$ cat src/logic/ptsro_pkg.sv
// shared constants and types for the timestamp readout register group
package ptsro_pkg;
    // register offsets inside the page
    localparam logic [4:0]  OFS_READ_SUM   = 5'h1A;
    localparam logic [4:0]  OFS_WRITE_SUM  = 5'h1B;
    localparam logic [4:0]  OFS_TX_PORT    = 5'h1C;
    localparam logic [4:0]  OFS_RX_PORT    = 5'h1D;
    localparam logic [4:0]  OFS_EV_STATE   = 5'h1E;
    localparam logic [4:0]  OFS_EV_PORT    = 5'h1F;
    localparam logic [15:0] SUM_RST        = 16'h0000;
    localparam logic [15:0] WORD_RST       = 16'h0000;
    // queue geometry and word pointers
    localparam logic [2:0]  QDEPTH         = 3'h4;
    localparam logic [1:0]  TX_LAST_WORD   = 2'h3;
    localparam logic [2:0]  RX_LAST_WORD   = 3'h5;
    localparam logic [2:0]  EV_LAST_SINGLE = 3'h3;
    localparam logic [2:0]  EV_LAST_MULT   = 3'h4;
    localparam logic [1:0]  OVF_MAX        = 2'h3;
    localparam logic [2:0]  MISS_MAX       = 3'h7;
    localparam logic [4:0]  RSV_ZERO       = 5'h00;
    // serial management framing
    localparam logic [4:0]  PHY_ADDR_DEF   = 5'h01;
    localparam logic [5:0]  PRE_ONES       = 6'h20;
    localparam logic [4:0]  HDR_LAST       = 5'h0C;
    localparam logic [4:0]  DATA_LAST      = 5'h0F;
    localparam logic [1:0]  OP_READ        = 2'h2;
    localparam logic [1:0]  OP_WRITE       = 2'h1;

    typedef enum logic [2:0] {
        SMI_PRE,
        SMI_HDR,
        SMI_TA,
        SMI_RDATA,
        SMI_WDATA
    } ptsro_smi_e;
endpackage

$ cat src/logic/ptsro_acc_if.sv
// register access carrier between the serial slave and the register group
`timescale 1ns/10ps
interface ptsro_acc_if;
    logic        rd;
    logic        wr;
    logic [4:0]  addr;
    logic [15:0] wdata;
    logic [15:0] rdata;

    modport slave (output rd, output wr, output addr, output wdata, input rdata);
    modport regs  (input rd, input wr, input addr, input wdata, output rdata);
endinterface

$ cat src/logic/ptsro_smi_slave.sv
// serial management slave: turns sampled frames into register strobes
`timescale 1ns/10ps
module ptsro_smi_slave #(
    parameter logic [4:0] PHY_ADDR = ptsro_pkg::PHY_ADDR_DEF
) (
    input  wire logic          sys_clk,
    input  wire logic          rstn,
    input  wire logic          mdc,
    input  wire logic          mdio_in,
    output logic               mdio_out,
    output logic               mdio_oe,
    ptsro_acc_if.slave         acc
);
    import ptsro_pkg::*;

    typedef struct packed {
        logic        mdc_s1;
        logic        mdc_s2;
        logic        mdc_d;
        logic        mdio_s1;
        logic        mdio_s2;
        ptsro_smi_e  st;
        logic [5:0]  ones;
        logic [4:0]  cnt;
        logic [12:0] hdr;
        logic [15:0] sh;
        logic        oe;
        logic        out;
        logic        rd;
        logic        wr;
    } ptsro_smi_s;

    ptsro_smi_s r;
    ptsro_smi_s next_r;
    logic       rise;
    logic       bit_in;
    logic [12:0] full;

    always_comb begin
        next_r         = r;
        next_r.rd      = 1'b0;
        next_r.wr      = 1'b0;
        next_r.mdc_s1  = mdc;
        next_r.mdc_s2  = r.mdc_s1;
        next_r.mdc_d   = r.mdc_s2;
        next_r.mdio_s1 = mdio_in;
        next_r.mdio_s2 = r.mdio_s1;
        rise   = r.mdc_s2 & ~r.mdc_d;
        bit_in = r.mdio_s2;
        full   = {r.hdr[11:0], bit_in};
        // read data is taken in the same cycle as the strobe, with the address registered alongside it
        if (r.rd) begin
            next_r.sh = acc.rdata;
        end
        if (rise) begin
            case (r.st)
                SMI_PRE: begin
                    if (bit_in) begin
                        if (r.ones != PRE_ONES) begin
                            next_r.ones = r.ones + 6'h01;
                        end
                    end else if (r.ones == PRE_ONES) begin
                        next_r.st  = SMI_HDR;
                        next_r.cnt = 5'h00;
                    end else begin
                        next_r.ones = 6'h00;
                    end
                end
                SMI_HDR: begin
                    next_r.hdr = full;
                    next_r.cnt = r.cnt + 5'h01;
                    if (r.cnt == HDR_LAST) begin
                        next_r.ones = 6'h00;
                        next_r.cnt  = 5'h00;
                        if (full[12] && full[9:5] == PHY_ADDR
                            && (full[11:10] == OP_READ || full[11:10] == OP_WRITE)) begin
                            next_r.st = SMI_TA;
                            next_r.rd = (full[11:10] == OP_READ);
                        end else begin
                            next_r.st = SMI_PRE;
                        end
                    end
                end
                SMI_TA: begin
                    next_r.cnt = r.cnt + 5'h01;
                    if (r.hdr[11:10] == OP_READ) begin
                        next_r.oe  = 1'b1;
                        next_r.out = 1'b0;
                        if (r.cnt != 5'h00) begin
                            next_r.out = r.sh[15];
                            next_r.sh  = {r.sh[14:0], 1'b0};
                            next_r.cnt = 5'h00;
                            next_r.st  = SMI_RDATA;
                        end
                    end else if (r.cnt != 5'h00) begin
                        next_r.cnt = 5'h00;
                        next_r.st  = SMI_WDATA;
                    end
                end
                SMI_RDATA: begin
                    next_r.cnt = r.cnt + 5'h01;
                    next_r.out = r.sh[15];
                    next_r.sh  = {r.sh[14:0], 1'b0};
                    if (r.cnt == DATA_LAST) begin
                        next_r.oe  = 1'b0;
                        next_r.out = 1'b0;
                        next_r.st  = SMI_PRE;
                    end
                end
                SMI_WDATA: begin
                    next_r.sh  = {r.sh[14:0], bit_in};
                    next_r.cnt = r.cnt + 5'h01;
                    if (r.cnt == DATA_LAST) begin
                        next_r.wr = 1'b1;
                        next_r.st = SMI_PRE;
                    end
                end
                default: begin
                    next_r.st = SMI_PRE;
                end
            endcase
        end
    end

    always_ff @(posedge sys_clk or negedge rstn) begin
        if (!rstn) begin
            r <= '0;
        end else begin
            r <= next_r;
        end
    end

    assign acc.rd    = r.rd;
    assign acc.wr    = r.wr;
    assign acc.addr  = r.hdr[4:0];
    assign acc.wdata = r.sh;
    assign mdio_out  = r.out;
    assign mdio_oe   = r.oe;
endmodule

$ cat src/logic/ptsro_regs.sv
// timestamp readout register group with checksums and stamp queues
// Notes on behaviour
// - read sum accumulates the one's complement sum of each page read data word
// - reading the read sum returns it, clears it, and does not add it
// - data read from the write sum is added into the read sum
// - write sum accumulates page write data and clears when read
// - writes to either sum register still enter the write sum
// - control frame accesses never accumulate, but their reads still clear
// - transmit stamp comes as ns low, overflow plus ns high, sec low, sec high
// - transmit and receive queues' 2-bit dropped counts saturate at three
// - receive stamp adds sequence id, then message type over source hash
// - event status reads zero when no event is queued
// - each event status read retires the entry shown by the previous status read
// - bits 10:8 give missed events for the unit, saturating at seven
// - bits 7:6 give changed low stamp words minus one
// - bit 5 is edge direction of the reported unit, 1 rising
// - bits 4:2 give lowest unit with missed events, else lowest detected unit
// - bit 1 marks coincident events; extended word then read first
// - bit 0 set when any unit detected an event
// - reserved upper status bits read zero and ignore writes
// - with coincident events, the extended word precedes the stamp words
`timescale 1ns/10ps
module ptsro_regs #(
    parameter logic [4:0] PHY_ADDR = ptsro_pkg::PHY_ADDR_DEF
) (
    input  wire logic          sys_clk,
    input  wire logic          rstn,
    input  wire logic          mdc,
    input  wire logic          mdio_in,
    output logic               mdio_out,
    output logic               mdio_oe,
    input  wire logic          page_sel_4,
    input  wire logic          cf_rd,
    input  wire logic [4:0]    cf_addr,
    output logic [15:0]        cf_rdata,
    output logic               cf_ack,
    input  wire logic          tx_push,
    input  wire logic [61:0]   tx_stamp,
    input  wire logic          rx_push,
    input  wire logic [61:0]   rx_stamp,
    input  wire logic [15:0]   rx_seq_id,
    input  wire logic [3:0]    rx_msg_type,
    input  wire logic [11:0]   rx_src_hash,
    input  wire logic          ev_push,
    input  wire logic [61:0]   ev_stamp,
    input  wire logic [15:0]   ev_unit_bits,
    input  wire logic [31:0]   ev_miss_cnt
);
    import ptsro_pkg::*;

    typedef struct packed {
        logic [15:0]       rsum;
        logic [15:0]       wsum;
        logic [3:0][63:0]  txm;
        logic [1:0]        txh;
        logic [2:0]        txc;
        logic [1:0]        txw;
        logic [1:0]        txdrop;
        logic [3:0][95:0]  rxm;
        logic [1:0]        rxh;
        logic [2:0]        rxc;
        logic [2:0]        rxw;
        logic [1:0]        rxdrop;
        logic [3:0][87:0]  evm;
        logic [1:0]        evh;
        logic [2:0]        evc;
        logic [2:0]        evw;
        logic              evp;    // head entry already shown by a status read
        logic [61:0]       evlast;
        logic [15:0]       cf_rdata;
        logic              cf_ack;
    } ptsro_regs_s;

    ptsro_regs_s r;
    ptsro_regs_s next_r;
    ptsro_acc_if acc ();

    ptsro_smi_slave #(.PHY_ADDR(PHY_ADDR)) u_smi (
        .sys_clk  (sys_clk),
        .rstn     (rstn),
        .mdc      (mdc),
        .mdio_in  (mdio_in),
        .mdio_out (mdio_out),
        .mdio_oe  (mdio_oe),
        .acc      (acc.slave)
    );

    function automatic logic [15:0] oc_add(input logic [15:0] a, input logic [15:0] b);
        logic [16:0] s;
        s = {1'b0, a} + {1'b0, b};
        return s[15:0] + {15'h0000, s[16]};
    endfunction

    function automatic logic [1:0] sat_inc2(input logic [1:0] v);
        return (v == OVF_MAX) ? OVF_MAX : v + 2'h1;
    endfunction

    // entry layout {overflow[1:0], ns[29:0], sec[31:0]}
    function automatic logic [15:0] stamp_word(input logic [63:0] e, input logic [1:0] k);
        case (k)
            2'h0:    return e[47:32];
            2'h1:    return e[63:48];
            2'h2:    return e[15:0];
            default: return e[31:16];
        endcase
    endfunction

    function automatic logic [2:0] lowest(input logic [7:0] v);
        logic [2:0] n;
        n = 3'h0;
        for (int i = 7; i >= 0; i--) begin
            if (v[i]) begin
                n = 3'(i);
            end
        end
        return n;
    endfunction

    // event entry {missed[2:0], len[1:0], rise, unit[2:0], mult, ext[15:0], stamp[61:0]}
    function automatic logic [15:0] ev_status(input logic [87:0] e);
        return {RSV_ZERO, e[87:78], 1'b1};
    endfunction

    function automatic logic [15:0] word_of(input ptsro_regs_s s, input logic [4:0] a);
        logic [63:0] et;
        logic [87:0] ee;
        logic [95:0] er;
        et = s.txm[s.txh];
        er = s.rxm[s.rxh];
        ee = s.evm[s.evh];
        case (a)
            OFS_READ_SUM:  return s.rsum;
            OFS_WRITE_SUM: return s.wsum;
            OFS_TX_PORT:   return (s.txc == 3'h0) ? WORD_RST : stamp_word(et, s.txw);
            OFS_RX_PORT: begin
                if (s.rxc == 3'h0) begin
                    return WORD_RST;
                end else if (s.rxw == RX_LAST_WORD) begin
                    return er[15:0];
                end else if (s.rxw == RX_LAST_WORD - 3'h1) begin
                    return er[31:16];
                end else begin
                    return stamp_word(er[95:32], s.rxw[1:0]);
                end
            end
            OFS_EV_STATE: return (s.evc == {2'h0, s.evp}) ? WORD_RST
                : ev_status(s.evm[s.evh + {1'b0, s.evp}]);
            OFS_EV_PORT: begin
                if (s.evc == 3'h0) begin
                    return WORD_RST;
                end else if (ee[78]) begin
                    return (s.evw == 3'h0) ? ee[77:62]
                        : stamp_word({2'h0, ee[61:0]}, 2'(s.evw - 3'h1));
                end else begin
                    return stamp_word({2'h0, ee[61:0]}, s.evw[1:0]);
                end
            end
            default: return WORD_RST;
        endcase
    endfunction

    logic        mg_rd;
    logic        mg_wr;
    logic        c_rd;
    logic        rd_any;
    logic [4:0]  rd_addr;
    logic [15:0] mg_word;
    logic [15:0] cf_word;
    logic [15:0] rd_word;
    logic [2:0]  ev_unit;
    logic [2:0]  ev_miss;
    logic [3:0]  ev_miss_raw;
    logic [7:0]  ev_det;
    logic [7:0]  ev_rise;
    logic [7:0]  ev_missed_vec;
    logic [1:0]  ev_len;
    logic        ev_mult;

    assign mg_rd   = acc.rd & page_sel_4;
    assign mg_wr   = acc.wr & page_sel_4;
    // management access wins a collision; the control frame read is dropped
    assign c_rd    = cf_rd & page_sel_4 & ~acc.rd & ~acc.wr;
    assign rd_any  = mg_rd | c_rd;
    assign rd_addr = mg_rd ? acc.addr : cf_addr;
    assign mg_word = word_of(r, acc.addr);
    assign cf_word = word_of(r, cf_addr);
    assign rd_word = mg_rd ? mg_word : cf_word;
    assign acc.rdata = page_sel_4 ? mg_word : WORD_RST;

    always_comb begin
        for (int i = 0; i < 8; i++) begin
            ev_det[i]        = ev_unit_bits[2 * i];
            ev_rise[i]       = ev_unit_bits[2 * i + 1];
            ev_missed_vec[i] = (ev_miss_cnt[4 * i +: 4] != 4'h0);
        end
        ev_mult = (ev_det & (ev_det - 8'h01)) != 8'h00;
        ev_unit = ((ev_det & ev_missed_vec) != 8'h00) ? lowest(ev_det & ev_missed_vec)
                                                     : lowest(ev_det);
        ev_miss_raw = ev_miss_cnt[4 * ev_unit +: 4];
        ev_miss = (ev_miss_raw > {1'b0, MISS_MAX}) ? MISS_MAX : ev_miss_raw[2:0];
        if (ev_stamp[31:16] != r.evlast[31:16]) begin
            ev_len = 2'h3;
        end else if (ev_stamp[15:0] != r.evlast[15:0]) begin
            ev_len = 2'h2;
        end else if (ev_stamp[61:48] != r.evlast[61:48]) begin
            ev_len = 2'h1;
        end else begin
            ev_len = 2'h0;
        end
    end

    always_comb begin
        next_r        = r;
        next_r.cf_ack = 1'b0;
        if (rd_any) begin
            case (rd_addr)
                OFS_READ_SUM:  next_r.rsum = SUM_RST;
                OFS_WRITE_SUM: next_r.wsum = SUM_RST;
                OFS_TX_PORT: begin
                    if (r.txc != 3'h0) begin
                        next_r.txw = r.txw + 2'h1;
                        if (r.txw == TX_LAST_WORD) begin
                            next_r.txh = r.txh + 2'h1;
                            next_r.txc = r.txc - 3'h1;
                            next_r.txw = 2'h0;
                        end
                    end
                end
                OFS_RX_PORT: begin
                    if (r.rxc != 3'h0) begin
                        next_r.rxw = r.rxw + 3'h1;
                        if (r.rxw == RX_LAST_WORD) begin
                            next_r.rxh = r.rxh + 2'h1;
                            next_r.rxc = r.rxc - 3'h1;
                            next_r.rxw = 3'h0;
                        end
                    end
                end
                OFS_EV_STATE: begin
                    next_r.evw = 3'h0;
                    next_r.evh = r.evh + {1'b0, r.evp};
                    next_r.evc = r.evc - {2'h0, r.evp};
                    next_r.evp = (r.evc != {2'h0, r.evp});
                end
                OFS_EV_PORT: begin
                    if (r.evc != 3'h0
                        && r.evw != (r.evm[r.evh][78] ? EV_LAST_MULT : EV_LAST_SINGLE)) begin
                        next_r.evw = r.evw + 3'h1;
                    end
                end
                default: ;
            endcase
            // read sum's own value is never folded back in
            if (mg_rd && rd_addr != OFS_READ_SUM) begin
                next_r.rsum = oc_add(r.rsum, rd_word);
            end
            if (c_rd) begin
                next_r.cf_rdata = rd_word;
                next_r.cf_ack   = 1'b1;
            end
        end
        if (mg_wr) begin
            next_r.wsum = oc_add(r.wsum, acc.wdata);
        end
        // pops above go first, so a push into a draining full queue fits
        if (tx_push) begin
            if (next_r.txc < QDEPTH) begin
                next_r.txm[2'(next_r.txh + next_r.txc[1:0])] = {r.txdrop, tx_stamp};
                next_r.txc    = next_r.txc + 3'h1;
                next_r.txdrop = 2'h0;
            end else begin
                next_r.txdrop = sat_inc2(r.txdrop);
            end
        end
        if (rx_push) begin
            if (next_r.rxc < QDEPTH) begin
                next_r.rxm[2'(next_r.rxh + next_r.rxc[1:0])] =
                    {r.rxdrop, rx_stamp, rx_seq_id, rx_msg_type, rx_src_hash};
                next_r.rxc    = next_r.rxc + 3'h1;
                next_r.rxdrop = 2'h0;
            end else begin
                next_r.rxdrop = sat_inc2(r.rxdrop);
            end
        end
        if (ev_push && ev_det != 8'h00) begin
            next_r.evlast = ev_stamp;
            if (next_r.evc < QDEPTH) begin
                next_r.evm[2'(next_r.evh + next_r.evc[1:0])] =
                    {ev_miss, ev_len, ev_rise[ev_unit], ev_unit, ev_mult,
                     ev_unit_bits, ev_stamp};
                next_r.evc = next_r.evc + 3'h1;
            end
        end
    end

    always_ff @(posedge sys_clk or negedge rstn) begin
        if (!rstn) begin
            r <= '0;
        end else begin
            r <= next_r;
        end
    end

    assign cf_rdata = r.cf_rdata;
    assign cf_ack   = r.cf_ack;
endmodule

$ cat config.mk
export PLATFORM = sky130hd
export DESIGN_NAME = ptsro_regs
export DESIGN_NICKNAME = d
export VERILOG_FILES = /design/src/logic/ptsro_pkg.sv /design/src/logic/ptsro_acc_if.sv /design/src/logic/ptsro_smi_slave.sv /design/src/logic/ptsro_regs.sv
export SDC_FILE = /design/constraint.sdc
export NUM_CORES = 2
export LEC_CHECK = 0
export ABC_AREA = 1
export BUFFER_PORTS_ARGS = -buffer_cell sky130_fd_sc_hd__buf_2
export CAP_MARGIN = 20
export CELL_PAD_IN_SITES_DETAIL_PLACEMENT = 1
export CELL_PAD_IN_SITES_GLOBAL_PLACEMENT = 2
export CORE_MARGIN = 4
export CORE_UTILIZATION = 30
export CTS_CLUSTER_SIZE = 20
export DETAILED_ROUTE_END_ITERATION = 16
export PLACE_DENSITY = 0.71
export SYNTH_ARGS = -nofsm -noshare
export SYNTH_HDL_FRONTEND = slang
export SYNTH_SLANG_ARGS = --single-unit
$ cat constraint.sdc
create_clock -name sys_clk -period 5.9 [get_ports sys_clk]
set_clock_uncertainty 0.2 [all_clocks]
set_input_delay 0.885 -clock sys_clk [delete_from_list [all_inputs] [get_ports sys_clk]]
set_output_delay 0.885 -clock sys_clk [all_outputs]
set_load 0.05 [all_outputs]
==> flow_summary_export.csv <==
group,metric,value,unit
synth,synth-compound-area-share,11.42,%
grt,antenna_found_initial,30,
synth,syn_inst,8150,
synth,ys_warn_count,0,
power,pwr-share-comb,26.3,%
setup_path,reg2reg_slack,330,ps
power,power,26.09,mW
floorplan,io_pins,299,
timing,fin_crit,5571,ps
timing,fin_tns_setup,0,ps
setup_path,start_kind,"flip-flop",
placed_design,hpwl,171.3,mm
synth,synth_xor_area_share,0.9521,%
synth,synthFlopType,"dfrtp_1",
routing,drtPass1Iterations,5,
setup_path,crit_fanout,15,
synth,synth_top_family_by_area,"simple AND/OR/NAND/NOR gates",
clock_tree,cts_sinks,1166,
final_layout,fin_cells,11220,
synth,yosys.area.top_type,"dfrtp_1",
synth,synth_mux_area_share,0.1384,%
timing,hold_viol,0,
routing,drt_iter0_markers,3845,
synth,synth_cell_types,59,
job,maxCapViolCount,0,
setup_path,crit_path_top_delay_cell,"dfrtp_4",
timing,max_slew_margin,25.92,%
setup_path,path_common_cell,"nand2_1",
synth,synth_area_leaders,"dfrtp_1 48%, nand2_1 17%, nand3_1 7.8%",
timing,finalSetupViolations,0,
hold_path,holdCritPathClass,"input port to flip-flop",
timing,finalMaxSlewViolations,0,
timing,min_period_over_period,94.42,%
timing,max_freq,0.1795,GHz
power,clkPwrFrac,35.8,%
setup_path,cp.required,6360,ps
synth,synthArstFlopShare,100.0,%
power,p_sw_share,34.99,%
final_layout,drive_above_1_share,11.90,%
clock_tree,cts_buffers,147,
routing,ant_nets,0,
grt,grt-ovfl-total,0,
power,max-vdd-ir-drop,310.0,uV
placed_design,place_congestion,0.9429,
setup_path,r2r-start,"r[448]",
routing,wl_per_cell,22.18,um
final_layout,final_core_util,36.02,%
routing,drc,0,
floorplan,initial_utilization,30.25,%
final_layout,syn_to_final_growth,19.07,%
synth,syn_nets,8497,
setup_path,r2r-end,"r[1126]",
power,leakage,36.16,nW
hold_path,holdCritStartpoint,"rx_seq_id[13]",
status,outcome,"completed",
power,switchingPower,9.127,mW
synth,syn_area,0.06058,mm2
synth,synth_adder_area_share,1.425,%
clock_tree,clockBufferDepth,3,
grt,grtUsageTotal,23.19,%
power,p_seq_share,37.9,%
placed_design,dp.cells,10910,
power,intPower,16.96,mW
floorplan,die_area,0.2092,mm2
clock_tree,cts_tree,"done",
setup_path,crit_start,"r[448]",
clock_tree,cts_root_buf,"clkbuf_16",
synth,synth-seq-cells,1166,
grt,grt_pass1_vias,58620,
setup_path,criticalPathCategory,"flip-flop to flip-flop",
floorplan,core_area,0.2003,mm2
synth,yosys.area.top_type_share,48.16,%
power,powerDensity,361.6,mW/mm2
floorplan,die_w,457.4,um
synth,syn_avg_cell_area,7.433,um2
setup_path,reg2regPathDepth,33,
clock_tree,clk_pin_slew,60,ps
final_layout,final_common_cell,"nand2_1",
routing,num_vias,56280,
floorplan,die_h,457.4,um
setup_path,cp-end-kind,"flip-flop",
synth,synth_edf_count,0,
synth,yosys.area_share.simple,30.28,%
clock_tree,htree_levels,4,
setup_path,max_stage_delay,590,ps
floorplan,fp-row-count,164,
timing,worst_slew_pin_slew,1107,ps
timing,hold_ws,147.4,ps
setup_path,critPathCapture,"r[1126]",
placed_design,port_buffers,298,
grt,grt_first_pass_wirelength,376.2,mm
routing,viasPerCell,5.018,
routing,wl,248.7,mm
final_layout,final_cell_mix,"2784 x nand2_1, 1160 x dfrtp_1, 926 x nand3_1",
final_layout,nets,8782,
setup_path,cp.arrival,6030,ps
grt,grt_max_degree,160,
clock_tree,worstSkewPairLatency,810,ps
synth,synth-seq-area-share,48.16,%
## worst min-delay path by stage
stage	to	slack (ps)	cells after the start
5_1_grt	r[768]	120	3
3_5_place_dp	u_smi.bit_in	140	0
6_report	r[767]	150	3
4_1_cts	r[1001]	80	3
3_3_place_gp	u_smi.bit_in	140	0
2_1_floorplan	u_smi.bit_in	130	0
## cell usage after synthesis (4+ instances only)
cell type and number:
nand3_1 946, buf_4 67, or2_2 10, buf_6 23, clkinv_1 5, a22oi_1 18
nand2_1 2806, ha_1 65, o21ai_1 532, nand2_2 15, xnor2_1 35, a32o_1 4
o32ai_1 5, nand4_1 72, buf_1 48, nand3b_1 12, inv_2 10, o21ai_0 540
a31oi_1 43, buf_2 132, a22o_1 4, a21oi_1 108, nor4_1 5, o21bai_1 9
o21ai_2 5, nor2_1 537, nor2_2 6, nor3b_1 5, xor2_1 24, nor2_4 4
nor3_1 23, mux2i_1 5, inv_1 549, o211ai_1 8, o31ai_1 5, dfrtp_1 1166
clkbuf_1 240, o22ai_1 25
## layer usage
| metal | routed length [um] | share of wire, % | up-vias | track usage (%) |
|---|---|---|---|---|
| met5 | 74 | 0.030 | - | 0 |
| met4 | 7496 | 3.0 | 10 | 7.023 |
| met3 | 9149 | 3.7 | 302 | 3.318 |
| met2 | 119400 | 48 | 917 | 39.15 |
| met1 | 112700 | 45 | 28040 | 30.74 |
| li1 | - | - | 27010 | - |
## area by class of cell
class	count	area, um2
inverters	564	2156
diodes	13	32.53
clock inverters	49	611.8
multi-input cells	5910	27210
fillers	24430	128100
repair buffers	645	5271
clock buffers	211	4324
well taps	2656	3323
repair inverters	1	8.758
flip-flops and latches	1166	29200
## flip-flops by register name (all words and copies together), names as in the netlist, 3 cells and up
signal	count
u_smi.next_r	3
cf_rdata	16
r	1098
u_smi.acc.wdata	16
u_smi.acc.addr	5
u_smi.r	15
u_smi.full	7
## critical path, delay by kind of cell (launching register included)
family	cells	cell delay [ps]
compound gates	7	870
simple gates	19	2380
flops	1	590
buf+inv	5	860
fa+ha+maj	2	500
## power by group through the flow
stage | sequential (mW) | combinational (mW) | clock (mW)
floorplan | 9.75 | 3.94 | 0
global placement | 9.97 | 6.58 | 0
detailed placement | 10.0 | 6.72 | 0
CTS | 9.87 | 6.74 | 9.60
global route | 10.0 | 7.63 | 9.92
finish | 9.89 | 6.87 | 9.33
## metrics by stage
step	setup WS (ps)	cell area, um2
floorplan	685.3	60580
global placement	262.0	66370
detailed placement	114.2	66370
CTS	89.80	71340
global route	-48.17	72120
finish	329.0	72130
## cells by family after synthesis
| logic type | after synthesis |
|---|---|
| AOI/OAI and AO/OA | 1321 |
| adders and majority gates | 68 |
| DFF | 1166 |
| muxes | 8 |
| and+or+nand+nor | 4451 |
| buffers and inverters | 1074 |
| xor gates and xnor gates | 62 |
## what timing repair did
action | in CTS | in global routing
endpoints found under the hold margin | 8 | 0
hold buffers | 3 | 0
setup buffers | 0 | 15
setup endpoints to repair | 0 | 11
resized for setup | 0 | 94
Note: power is estimated with default switching activity, not from simulation.
